### src/hdl/serial_port_consts.vh
/*
 * constants for the serial port: apb offsets, control bits, mode codes, rates.
 * assumes core_clk at 100 MHz and word-aligned 32-bit apb access.
 */
`ifndef SERIAL_PORT_CONSTS_VH
`define SERIAL_PORT_CONSTS_VH

`define OFS_CONTROL 12'h000
`define OFS_DATA 12'h004
`define OFS_STATUS 12'h008
`define OFS_MASK 12'h00c
`define OFS_ADDR 12'h010
`define OFS_ADDRMASK 12'h014
`define OFS_RATE 12'h018

`define CTL_RXDONE 0
`define CTL_TXDONE 1
`define CTL_RXBIT8 2
`define CTL_TXBIT8 3
`define CTL_RXEN 4
`define CTL_MULTI 5
`define CTL_MODE_LO 6
`define CTL_MODE_HI 7

`define ST_TXDONE 0
`define ST_RXDONE 1
`define ST_OVERRUN 2
`define ST_FRAMEERR 3

`define MODE_SYNC 2'h0
`define MODE_ASYNC8 2'h1
`define MODE_FIXED9 2'h2
`define MODE_ASYNC9 2'h3

`define SYNC_DIV 16'h000c
`define FIXED_DIV_FAST 16'h0020
`define FIXED_DIV_SLOW 16'h0040
`define OVERSAMPLE 16'h0010
`define RATE_RESET 16'h0036

`endif

### src/hdl/sync_two_ff.v
/*
 * two-flop synchroniser for one level.
 * assumes din comes from outside the core_clk domain.
 */
`timescale 1ns/1ps
module sync_two_ff
#(
  parameter INIT = 1'b1
)
(
  input wire core_clk,
  input wire nrst,
  input wire din,
  output reg dout
);
  reg stage;

  always @(posedge core_clk)
  begin
    if (!nrst)
    begin
      stage <= INIT;
      dout <= INIT;
    end
    else
    begin
      stage <= din;
      dout <= stage;
    end
  end
endmodule

### src/hdl/rate_divider.v
/*
 * programmable divider giving a one-cycle enable pulse every period cycles.
 * assumes period is at least 1; a change applies at once to the count already running.
 */
`timescale 1ns/1ps
module rate_divider
(
  input wire core_clk,
  input wire nrst,
  input wire restart,
  input wire [15:0] period,
  output reg tick
);
  reg [15:0] count;

  always @(posedge core_clk)
  begin
    if (!nrst || restart)
    begin
      count <= 16'h0000;
      tick <= 1'b0;
    end
    else if (count >= period - 16'h0001)
    begin
      count <= 16'h0000;
      tick <= 1'b1;
    end
    else
    begin
      count <= count + 16'h0001;
      tick <= 1'b0;
    end
  end
endmodule

### src/hdl/serial_port_zero.v
/*
 * serial port with apb registers, four modes, receive holding register,
 * overrun and framing error, address match, sticky interrupts.
 * assumes an apb master on core_clk; line pins come from outside the domain.
 */
// Local design decisions: register access over APB and the address map.
`timescale 1ns/1ps
`include "serial_port_consts.vh"
// Notes on behaviour
// - software picks full-duplex async or half-duplex sync operation
// - finished received bytes go to a holding register; next reception continues
// - overrun bit set when a byte completes while the receive-done flag is still set; held byte is kept
// - one data address: read gives received byte, write loads transmitter
// - transmit-done flag, control bit 1, set when the stop bit starts (sync: after the last bit); interrupt source
// - receive-done flag, control bit 0, set when reception ends; interrupt source
// - hardware never clears the done flags; software must clear them
// - framing errors are detected and multiprocessor addresses recognised
// - four modes: sync at clock/12, async with 8 or 9 data bits
module serial_port_zero
(
  input wire core_clk,
  input wire nrst,
  input wire psel,
  input wire penable,
  input wire pwrite,
  input wire [11:0] paddr,
  input wire [31:0] pwdata,
  output reg [31:0] prdata,
  output reg pready,
  output reg pslverr,
  input wire rxPinIn,
  output reg rxPinOut,
  output reg rxPinOe,
  output reg txPin,
  output reg irq
);
  localparam TX_IDLE = 2'h0;
  localparam TX_SHIFT = 2'h1;
  localparam RX_IDLE = 2'h0;
  localparam RX_START = 2'h1;
  localparam RX_DATA = 2'h2;
  localparam RX_SYNC = 2'h3;

  reg [7:0] control;
  reg [7:0] rxHold;
  reg [3:0] status;
  reg [3:0] mask;
  reg [7:0] ownAddr;
  reg [7:0] addrMask;
  reg [15:0] rateDiv;
  reg smodFast;
  reg [1:0] txState;
  reg [10:0] txShift;
  reg [3:0] txBits;
  reg [3:0] txPhase;
  reg [1:0] rxState;
  reg [8:0] rxShift;
  reg [3:0] rxBits;
  reg [3:0] rxPhase;
  reg prevRx;
  wire rxLine;
  wire baudTick;
  wire syncTick;
  wire [1:0] mode = control[`CTL_MODE_HI:`CTL_MODE_LO];
  wire nineBit = mode[1];
  wire access = psel && penable;
  wire wrAcc = access && pwrite;
  wire dataWrite = wrAcc && paddr == `OFS_DATA;
  wire ctlWrite = wrAcc && paddr == `OFS_CONTROL;
  reg [15:0] next_period;
  reg txDoneEvt;
  reg rxDoneEvt;
  reg overrunEvt;
  reg frameEvt;

  sync_two_ff #(.INIT(1'b1)) rxSync (.core_clk(core_clk), .nrst(nrst), .din(rxPinIn),
    .dout(rxLine));

  // async modes oversample by 16; mode 2 rate fixed by the fast bit
  always @*
  begin
    next_period = rateDiv;
    if (mode == `MODE_FIXED9)
      next_period = (smodFast ? `FIXED_DIV_FAST : `FIXED_DIV_SLOW) / `OVERSAMPLE;
  end

  rate_divider baudGen (.core_clk(core_clk), .nrst(nrst), .restart(ctlWrite),
    .period(next_period), .tick(baudTick));
  // one tick per shift clock edge, so two ticks make one bit time
  rate_divider syncGen (.core_clk(core_clk), .nrst(nrst), .restart(1'b0),
    .period(`SYNC_DIV / 16'h0002), .tick(syncTick));

  // apb slave, zero wait states
  always @(posedge core_clk)
  begin
    if (!nrst)
    begin
      prdata <= 32'h00000000;
      pready <= 1'b0;
      pslverr <= 1'b0;
    end
    else
    begin
      pready <= psel && !penable;
      pslverr <= 1'b0;
      prdata <= 32'h00000000;
      if (psel && !penable && !pwrite)
      begin
        if (paddr == `OFS_CONTROL)
          prdata <= {24'h000000, control};
        else if (paddr == `OFS_DATA)
          prdata <= {24'h000000, rxHold};
        else if (paddr == `OFS_STATUS)
          prdata <= {28'h0000000, status};
        else if (paddr == `OFS_MASK)
          prdata <= {28'h0000000, mask};
        else if (paddr == `OFS_ADDR)
          prdata <= {24'h000000, ownAddr};
        else if (paddr == `OFS_ADDRMASK)
          prdata <= {24'h000000, addrMask};
        else if (paddr == `OFS_RATE)
          prdata <= {15'h0000, smodFast, rateDiv};
        else
          pslverr <= 1'b1;
      end
      else if (psel && !penable && pwrite && paddr != `OFS_CONTROL && paddr != `OFS_DATA
        && paddr != `OFS_STATUS && paddr != `OFS_MASK && paddr != `OFS_ADDR
        && paddr != `OFS_ADDRMASK && paddr != `OFS_RATE)
        pslverr <= 1'b1;
    end
  end

  // transmitter: sync mode shifts out on the data pin with clock on txPin
  always @(posedge core_clk)
  begin
    txDoneEvt <= 1'b0;
    if (!nrst)
    begin
      txState <= TX_IDLE;
      txShift <= 11'h7ff;
      txBits <= 4'h0;
      txPhase <= 4'h0;
      txPin <= 1'b1;
      rxPinOe <= 1'b1;
      rxPinOut <= 1'b1;
    end
    else
    begin
      case (txState)
        TX_IDLE:
        begin
          rxPinOe <= 1'b1;
          // sync reception borrows the shift clock from the idle transmitter
          if (rxState != RX_SYNC)
            txPin <= 1'b1;
          else if (syncTick)
            txPin <= ~txPin;
          if (dataWrite)
          begin
            txState <= TX_SHIFT;
            txPhase <= 4'h0;
            if (mode == `MODE_SYNC)
            begin
              txShift <= {3'h7, pwdata[7:0]};
              txBits <= 4'h8;
            end
            else
            begin
              // eight-bit frames must send a real stop bit, not the ninth bit
              txShift <= {1'b1, nineBit ? control[`CTL_TXBIT8] : 1'b1, pwdata[7:0], 1'b0};
              txBits <= nineBit ? 4'hb : 4'ha;
            end
          end
        end
        TX_SHIFT:
        begin
          if (mode == `MODE_SYNC)
          begin
            if (syncTick)
            begin
              // open drain: oe low drives the pin low only
              rxPinOe <= txShift[0];
              rxPinOut <= 1'b0;
              txPin <= ~txPin;
              if (txPin == 1'b0)
              begin
                txShift <= {1'b1, txShift[10:1]};
                txBits <= txBits - 4'h1;
                if (txBits == 4'h1)
                begin
                  txState <= TX_IDLE;
                  txDoneEvt <= 1'b1;
                end
              end
            end
          end
          else if (baudTick)
          begin
            txPin <= txShift[0];
            txPhase <= txPhase + 4'h1;
            if (txPhase == 4'hf)
            begin
              txShift <= {1'b1, txShift[10:1]};
              txBits <= txBits - 4'h1;
              // done marks start of stop bit, so flag at two bits left
              if (txBits == 4'h2)
                txDoneEvt <= 1'b1;
              if (txBits == 4'h1)
                txState <= TX_IDLE;
            end
          end
        end
        default:
          txState <= TX_IDLE;
      endcase
    end
  end

  // receiver with majority-free mid-bit sampling and address filter
  always @(posedge core_clk)
  begin
    rxDoneEvt <= 1'b0;
    overrunEvt <= 1'b0;
    frameEvt <= 1'b0;
    if (!nrst)
    begin
      rxState <= RX_IDLE;
      rxShift <= 9'h000;
      rxBits <= 4'h0;
      rxPhase <= 4'h0;
      prevRx <= 1'b1;
      rxHold <= 8'h00;
    end
    else
    begin
      if (baudTick)
        prevRx <= rxLine;
      case (rxState)
        RX_IDLE:
        begin
          rxPhase <= 4'h0;
          // flag lands a cycle after the event; do not restart in that gap
          if (control[`CTL_RXEN] && mode == `MODE_SYNC && !control[`CTL_RXDONE] && !rxDoneEvt
            && txState == TX_IDLE)
          begin
            rxState <= RX_SYNC;
            rxBits <= 4'h8;
          end
          else if (control[`CTL_RXEN] && mode != `MODE_SYNC && baudTick && prevRx && !rxLine)
          begin
            rxState <= RX_START;
            rxBits <= nineBit ? 4'h9 : 4'h8;
          end
        end
        RX_START:
          if (baudTick)
          begin
            rxPhase <= rxPhase + 4'h1;
            if (rxPhase == 4'h7)
            begin
              rxPhase <= 4'h0;
              rxState <= rxLine ? RX_IDLE : RX_DATA;
            end
          end
        RX_DATA:
          if (baudTick)
          begin
            rxPhase <= rxPhase + 4'h1;
            if (rxPhase == 4'hf)
            begin
              if (rxBits != 4'h0)
              begin
                rxShift <= {rxLine, rxShift[8:1]};
                rxBits <= rxBits - 4'h1;
              end
              else
              begin
                rxState <= RX_IDLE;
                if (!rxLine)
                  frameEvt <= 1'b1;
                // accepted frame lands in holding register
                if (!control[`CTL_RXDONE] && (!control[`CTL_MULTI] || (nineBit ?
                  (rxShift[8] && ((rxShift[7:0] ^ ownAddr) & addrMask) == 8'h00) : rxLine)))
                begin
                  rxHold <= nineBit ? rxShift[7:0] : rxShift[8:1];
                  rxDoneEvt <= 1'b1;
                end
                else if (control[`CTL_RXDONE])
                  overrunEvt <= 1'b1;
              end
            end
          end
        RX_SYNC:
          if (syncTick && txPin == 1'b0)
          begin
            rxShift <= {rxLine, rxShift[8:1]};
            rxBits <= rxBits - 4'h1;
            if (rxBits == 4'h1)
            begin
              rxState <= RX_IDLE;
              rxHold <= {rxLine, rxShift[8:2]};
              rxDoneEvt <= 1'b1;
            end
          end
        default:
          rxState <= RX_IDLE;
      endcase
    end
  end

  // control, flags and interrupt; hardware set wins over software clear
  always @(posedge core_clk)
  begin
    if (!nrst)
    begin
      control <= 8'h00;
      status <= 4'h0;
      mask <= 4'h0;
      ownAddr <= 8'h00;
      addrMask <= 8'h00;
      rateDiv <= `RATE_RESET;
      smodFast <= 1'b0;
      irq <= 1'b0;
    end
    else
    begin
      if (ctlWrite)
        control <= pwdata[7:0];
      if (txDoneEvt)
        control[`CTL_TXDONE] <= 1'b1;
      if (rxDoneEvt)
      begin
        control[`CTL_RXDONE] <= 1'b1;
        control[`CTL_RXBIT8] <= nineBit ? rxShift[8] : rxLine;
      end
      if (wrAcc && paddr == `OFS_MASK)
        mask <= pwdata[3:0];
      if (wrAcc && paddr == `OFS_ADDR)
        ownAddr <= pwdata[7:0];
      if (wrAcc && paddr == `OFS_ADDRMASK)
        addrMask <= pwdata[7:0];
      if (wrAcc && paddr == `OFS_RATE)
      begin
        rateDiv <= (pwdata[15:0] == 16'h0000) ? 16'h0001 : pwdata[15:0];
        smodFast <= pwdata[16];
      end
      status <= (status & ~((wrAcc && paddr == `OFS_STATUS) ? pwdata[3:0] : 4'h0))
        | {frameEvt, overrunEvt, rxDoneEvt, txDoneEvt};
      irq <= |(status & mask);
    end
  end
endmodule

### config.mk
export PLATFORM = sky130hd
export DESIGN_NAME = serial_port_zero
export DESIGN_NICKNAME = d
export VERILOG_FILES = /design/src/hdl/sync_two_ff.v /design/src/hdl/rate_divider.v /design/src/hdl/serial_port_zero.v
export VERILOG_INCLUDE_DIRS = /design/src /design/src/hdl
export SDC_FILE = /design/constraint.sdc
export NUM_CORES = 1
export LEC_CHECK = 0
export BUFFER_PORTS_ARGS = -buffer_cell sky130_fd_sc_hd__buf_2
export CAP_MARGIN = 30
export CORE_UTILIZATION = 57
export CTS_BUF_LIST = sky130_fd_sc_hd__clkbuf_2 sky130_fd_sc_hd__clkbuf_4 sky130_fd_sc_hd__clkbuf_8
export DETAILED_ROUTE_END_ITERATION = 12
export GPL_ROUTABILITY_DRIVEN = 1
export PLACE_DENSITY = 0.78
export SYNTH_ARGS = -nofsm -noshare
export SYNTH_HDL_FRONTEND = slang
export SYNTH_SLANG_ARGS = --single-unit
### constraint.sdc
create_clock -name core_clk -period 6 [get_ports core_clk]
set_input_delay 0.9 -clock core_clk [delete_from_list [all_inputs] [get_ports core_clk]]
set_output_delay 0.9 -clock core_clk [all_outputs]
set_load 0.02 [all_outputs]
======== Word-level counts from Yosys, hierarchy flattened ========
Index checks and enable logic that the tools add are counted.
W data, S select, Z words.
storage, ports and cells
  bits in registers ....................... 176
  bits of input ports ..................... 50
  output and inout port bits .............. 38
  word-level logic and storage cells ...... 295
cells by class
  add/subtract/negate cells ............... 7
  magnitude comparators ................... 2
  eq/ne operators ......................... 43
  muxes and demuxes ....................... 118
  bitwise logic cells ..................... 13
  reduce and logical (&&, ||, !) cells .... 74
operators by type and width
  kind                     count
  $mux W8                  14
  $mux W4                  19
  $mux W11                 6
  $mux W1                  40
  $eq A12 B5 Y1 const B    3
  $mux W2                  18
  $mux W9                  4
  $ne A12 B5 Y1 const B    3
  $add A16 B1 Y16 const B  2
  $mux W16                 2
  $logic_and A1 B1 Y1      30
  $eq A12 B4 Y1 const B    2
  $ne A12 B4 Y1 const B    2
  $pmux W4 S3              2
  $ne A2 B2 Y1 const B     11
  $pmux W11 S2             1
  $pmux W9 S2              1
  $ge A16 B16 Y1           1
  $ge A16 B3 Y1 const B    1
  $logic_not A16 Y1        1
  $pmux W4 S2              2
  $pmux W8 S2              1
  $sub A16 B1 Y16 const B  1
  $eq A12 B3 Y1 const B    1
  other kinds (46)         89

======== Longest topological paths before layout ========
  depth after elaboration ................. 12
  gate-level depth with buffers ........... 17
  mapped depth without buffers ............ 14

======== Modules after synthesis ========
A second synthesis with hierarchy kept.
unflattened totals
  cells, all modules ...................... 1034
  area total of the unflattened synthesis .. 8714.6 µm²
modules (own cells, without submodules)
  module                  instances  cells each  area each (µm²)  seq. area each (µm²)
  serial_port_zero        1          723         6092.1           2462.4
  rate_divider (syncGen)  1          154         1291.2           340.3
  rate_divider (baudGen)  1          153         1278.7           340.3
  sync_two_ff             1          4           52.6             40.0

======== Worst setup path before layout ========
OpenSTA, ideal clock, no wires.
  path kind ............................... reg2reg
  start ................................... register control[7]
  end ..................................... register baudGen.count[10]
  setup time .............................. 86 ps
  data arrival time ....................... 3260 ps
  data required time ...................... 5914 ps
  path slack .............................. 2654 ps
  stages on the path, launching flop included .. 17
  buffers on the path ..................... 4
  period minus slack after synthesis ...... 3346 ps
  cells stage by stage .................... dfxtp_1 -> buf_4 -> nand2b_1 -> clkbuf_1 -> clkbuf_1 -> nand2_1 -> ha_1 -> inv_1 -> a21oi_1 -> o21a_1 -> a31oi_1 -> ha_1 -> and4_1 -> a221oi_1 -> o211ai_1 -> clkbuf_1 -> a211oi_1
on the way
  longest elaborated chain between the ends .. 5
RTL lines
  item                               line                    RTL
  start: declaration                 serial_port_zero.v:44   reg [7:0] control;
  start signal: assignment           serial_port_zero.v:328  control <= pwdata[7:0];
  start signal: indexed assignment   serial_port_zero.v:334  control[`CTL_RXBIT8] <= nineBit ? rxShift[8] : rxLine;
  $eq A2 B2 Y1 (no source line)      --
  $mux W16                           serial_port_zero.v:83   if (mode == `MODE_FIXED9)
  $sub A16 B1 Y16                    rate_divider.v:23       else if (count >= period - 16'h0001)
  $ge A16 B16 Y1                     rate_divider.v:23
  $reduce_or A2 Y1 (no source line)  --
  end signal: assignment             rate_divider.v:30       count <= count + 16'h0001;
  end: declaration                   rate_divider.v:14       reg [15:0] count;
Every way passes these cells.
A chain may end at the register's enable or synchronous reset.

======== Worst setup path after layout ========
  start ................................... register control[6]
  end ..................................... register baudGen.count[0]
Same word-level chain as after synthesis.

==> results.cfg <==
[floorplan]
core.rowCount = 43
start_util_pct = 58.1
coreArea_sq_mm = 0.0138
die_h_um = 121
chipWidth_um = 121
io_pins = 88
dieArea_sq_mm = 0.0146

[sta]
fin_crit_sh_pct = 66.7
rsz0062_at_grt = no
clock.fmax_ghz = 0.250
tightest_slew_ns = 1.02
min_period_ns = 4.00
timing.final.hold_violations = 0
finalSetupViolCount = 0
final_max_slew_viol_count = 0
hold_slack_ns = 0.417
tns_ns = 0
skew_ns = 0.0120
maxSlewHeadroom_pct = 31.9

[routing]
vias_per_cell = 5.89
drt-total-wl_um = 19200
first_pass_iters = 8
num_vias = 6832
final_antenna_net_count = 0
first_iter_violations = 578
drc = 0
avgRoutedWirePerCell_um = 16.6

[layout]
drive_gt1_share_pct = 11.6
areaGrowthSynthToFinish_pct = 10.5
stdcell_count = 1159
design_area_sq_mm = 0.00888
n_antenna_cell = 0
final_nets = 1050

[worst_setup_path]
critical_path_required_ns = 6.37
crit_path_max_fanout = 20
arrival_ns = 4.37
cp-start-kind = flip-flop
critPathKind = reg2reg
crit_path_end_kind = flip-flop
rrSetupSlack_ns = 2.00

[pwr]
p_leak_nw = 3.61
irDropWorstVdd_uv = 278
p_int_mw = 1.72
power_density_mw_per_mm2 = 255
finalPower_mw = 2.26
p_sw_share_pct = 23.9
power.share.clock_pct = 43.8
p_switching_mw = 0.541
pwr-share-seq_pct = 47.9
p_comb_share_pct = 8.2

[clock_network]
cts.clk_slew.worst_paths_ns = 0.09
numCtsBuffers = 17
cts_tree = done
clock_latency_ns = 0.47
postCtsSetupRepairBufs = 0
htree_num_levels = 4
cts_hold_buf = 0
cts_max_path_buffers = 2
cts_resized = 0
cts.sinks = 159
ctsRootBufferMaster = clkbuf_8

[logic_synthesis]
synth_cell_types = 74
yosys_warnings = 0
syn_avg_cell_area_sq_um = 8.70
syn_area_sq_mm = 0.00804
ys_ff_latch = 159
async_flop_share_pct = 0
synth-main-ff-cell = dfxtp_1
seq_area_frac_synth_pct = 39.6
postSynthCellCount = 924
synth_edf_count = 0

[placement]
gp_congestion = 0.869
port_buffers = 57
place_inst = 1127
post_dp_cell_area_sq_mm = 0.00838
place_hpwl_um = 13400

[global_route]
grtUsageTotal_pct = 27.6
grt_max_degree = 65
first_global_vias = 6253
grt_pass1_wl_um = 31400
grt-ovfl-total = 0
antenna_found_initial = 0

[job]
max-cap-violations = 0

[outcome]
status = finished clean

[hold_path]
hold_class = reg2reg
cell usage in the layout, fill, tap and decap left out, drive strengths merged, types with 4 or more instances in the layout:
cell type / instances
a32oi: 5
clkbuf: 18
o211ai: 6
a2111oi: 10
mux2i: 72
and3: 11
bufinv: 7
a21oi: 59
a211oi: 21
nor2: 80
clkinv: 5
a22oi: 10
nand3: 19
a21boi: 5
conb: 27
dfxtp: 159
o22ai: 7
and4: 4
nand4: 13
nor4: 10
ha: 34
nand2b: 12
o21ai: 59
buf: 67
inv: 24
xnor2: 13
nand2: 96
a21o: 8
nor2b: 5
o21a: 5
nor3: 18
xor2: 25
or3: 6
nor3b: 4
and2: 12
Yosys cell counts (4+ instances only):
library cell | number | area, sq um
dfxtp_1 | 159 | 3180
nand2_1 | 96 | 360
nor2_1 | 79 | 297
mux2i_1 | 72 | 721
a21oi_1 | 59 | 295
o21ai_0 | 50 | 250
clkbuf_1 | 42 | 158
ha_1 | 34 | 425
xor2_1 | 25 | 219
inv_1 | 21 | 78.8
a211oi_1 | 20 | 150
nand3_1 | 19 | 95.1
nor3_1 | 18 | 90.1
buf_4 | 17 | 128
nand4_1 | 13 | 81.3
xnor2_1 | 13 | 114
and2_1 | 12 | 75.1
nand2b_1 | 12 | 75.1
and3_1 | 11 | 68.8
a22oi_1 | 10 | 75.1
a2111oi_0 | 9 | 78.8
buf_2 | 9 | 45.0
a21o_1 | 8 | 60.1
nor4_1 | 8 | 50.1
o21ai_1 | 7 | 35.0
o22ai_1 | 7 | 43.8
o211ai_1 | 6 | 45.0
or3_1 | 6 | 37.5
a21boi_0 | 5 | 37.5
a32oi_1 | 5 | 43.8
nor2b_1 | 5 | 31.3
o21a_1 | 5 | 37.5
and4_1 | 4 | 35.0
metrics by stage:
step	utilization, %	setup WS, ns
after floorplan	-	2.65
after CTS	64.2	2.01
final	64.2	2.00
after global placement	60.5	2.11
after detailed placement	60.6	2.04
after global routing	64.2	1.67
worst paths after layout:
kind,start,endpoint,cells past startpoint
worst max-delay path,control[6],baudGen.count[0],13
worst min-delay path,rxSync.stage,rxSync.dout,1
worst max register to register,control[6],baudGen.count[0],13
worst min register to register,rxSync.stage,rxSync.dout,1
power by group through the flow:
stage	Combinational [mW]	Clock [mW]	Sequential, mW
2_1_floorplan	0.140	0	1.11
3_3_place_gp	0.179	0	1.11
3_5_place_dp	0.182	0	1.11
4_1_cts	0.184	1.00	1.08
5_1_grt	0.206	1.05	1.09
6_report	0.186	0.992	1.08
metal layers:
layer	wire length, um	global-route usage, %	share of wire, %
met5	0	0	0
met4	407	11.4	2.1
met3	1090	5.14	5.6
met2	9420	46.7	49
met1	8300	34.5	43
worst max-delay path, stage by stage, from the launching register on:
cell and delay, ns:
dfxtp_1 0.43, nand2b_1 0.50, a21boi_0 0.33, ha_1 0.18
inv_1 0.07, a21oi_1 0.35, nand2_1 0.09, a31oi_1 0.20
ha_1 0.27, and4_1 0.19, a221oi_1 0.36, o211ai_1 0.38
buf_4 0.30, a211oi_1 0.24
state kept, by name, summed over array words and instances (netlist names), 2 cells and up:
signal	cells
prdata	17
baudGen.count	16
rateDiv	16
syncGen.count	16
txShift	10
rxShift	9
addrMask	8
control	8
ownAddr	8
rxHold	8
mask	4
rxBits	4
rxPhase	4
status	4
txBits	4
txPhase	4
rxState	2
cell type report:
| type | count | area (sq um) |
|---|---|---|
| fill | 1171 | 4950 |
| multi-input combinational | 699 | 4530 |
| sequential | 159 | 3180 |
| timing repair buffer | 67 | 358 |
| clock inverter | 14 | 260 |
| clock buffer | 18 | 241 |
| tap | 180 | 225 |
| inverter | 22 | 82.6 |
kinds of logic (layout without fill, tap and decap cells):
group                    after synthesis  count (layout)  share of synthesized area [%]
multiplexers                          75              75                           9.39
other                                  1              27                         0.0467
flip-flops                           159             159                           39.6
adder cells (fa/ha/maj)               34              34                           5.29
AND/OR/NAND/NOR                      309             309                           19.2
AO/OA/AOI/OAI                        216             216                           17.1
XOR/XNOR                              38              38                           4.14
buffers and inverters                 92             121                           5.23
(Power assumes the default switching activity.)
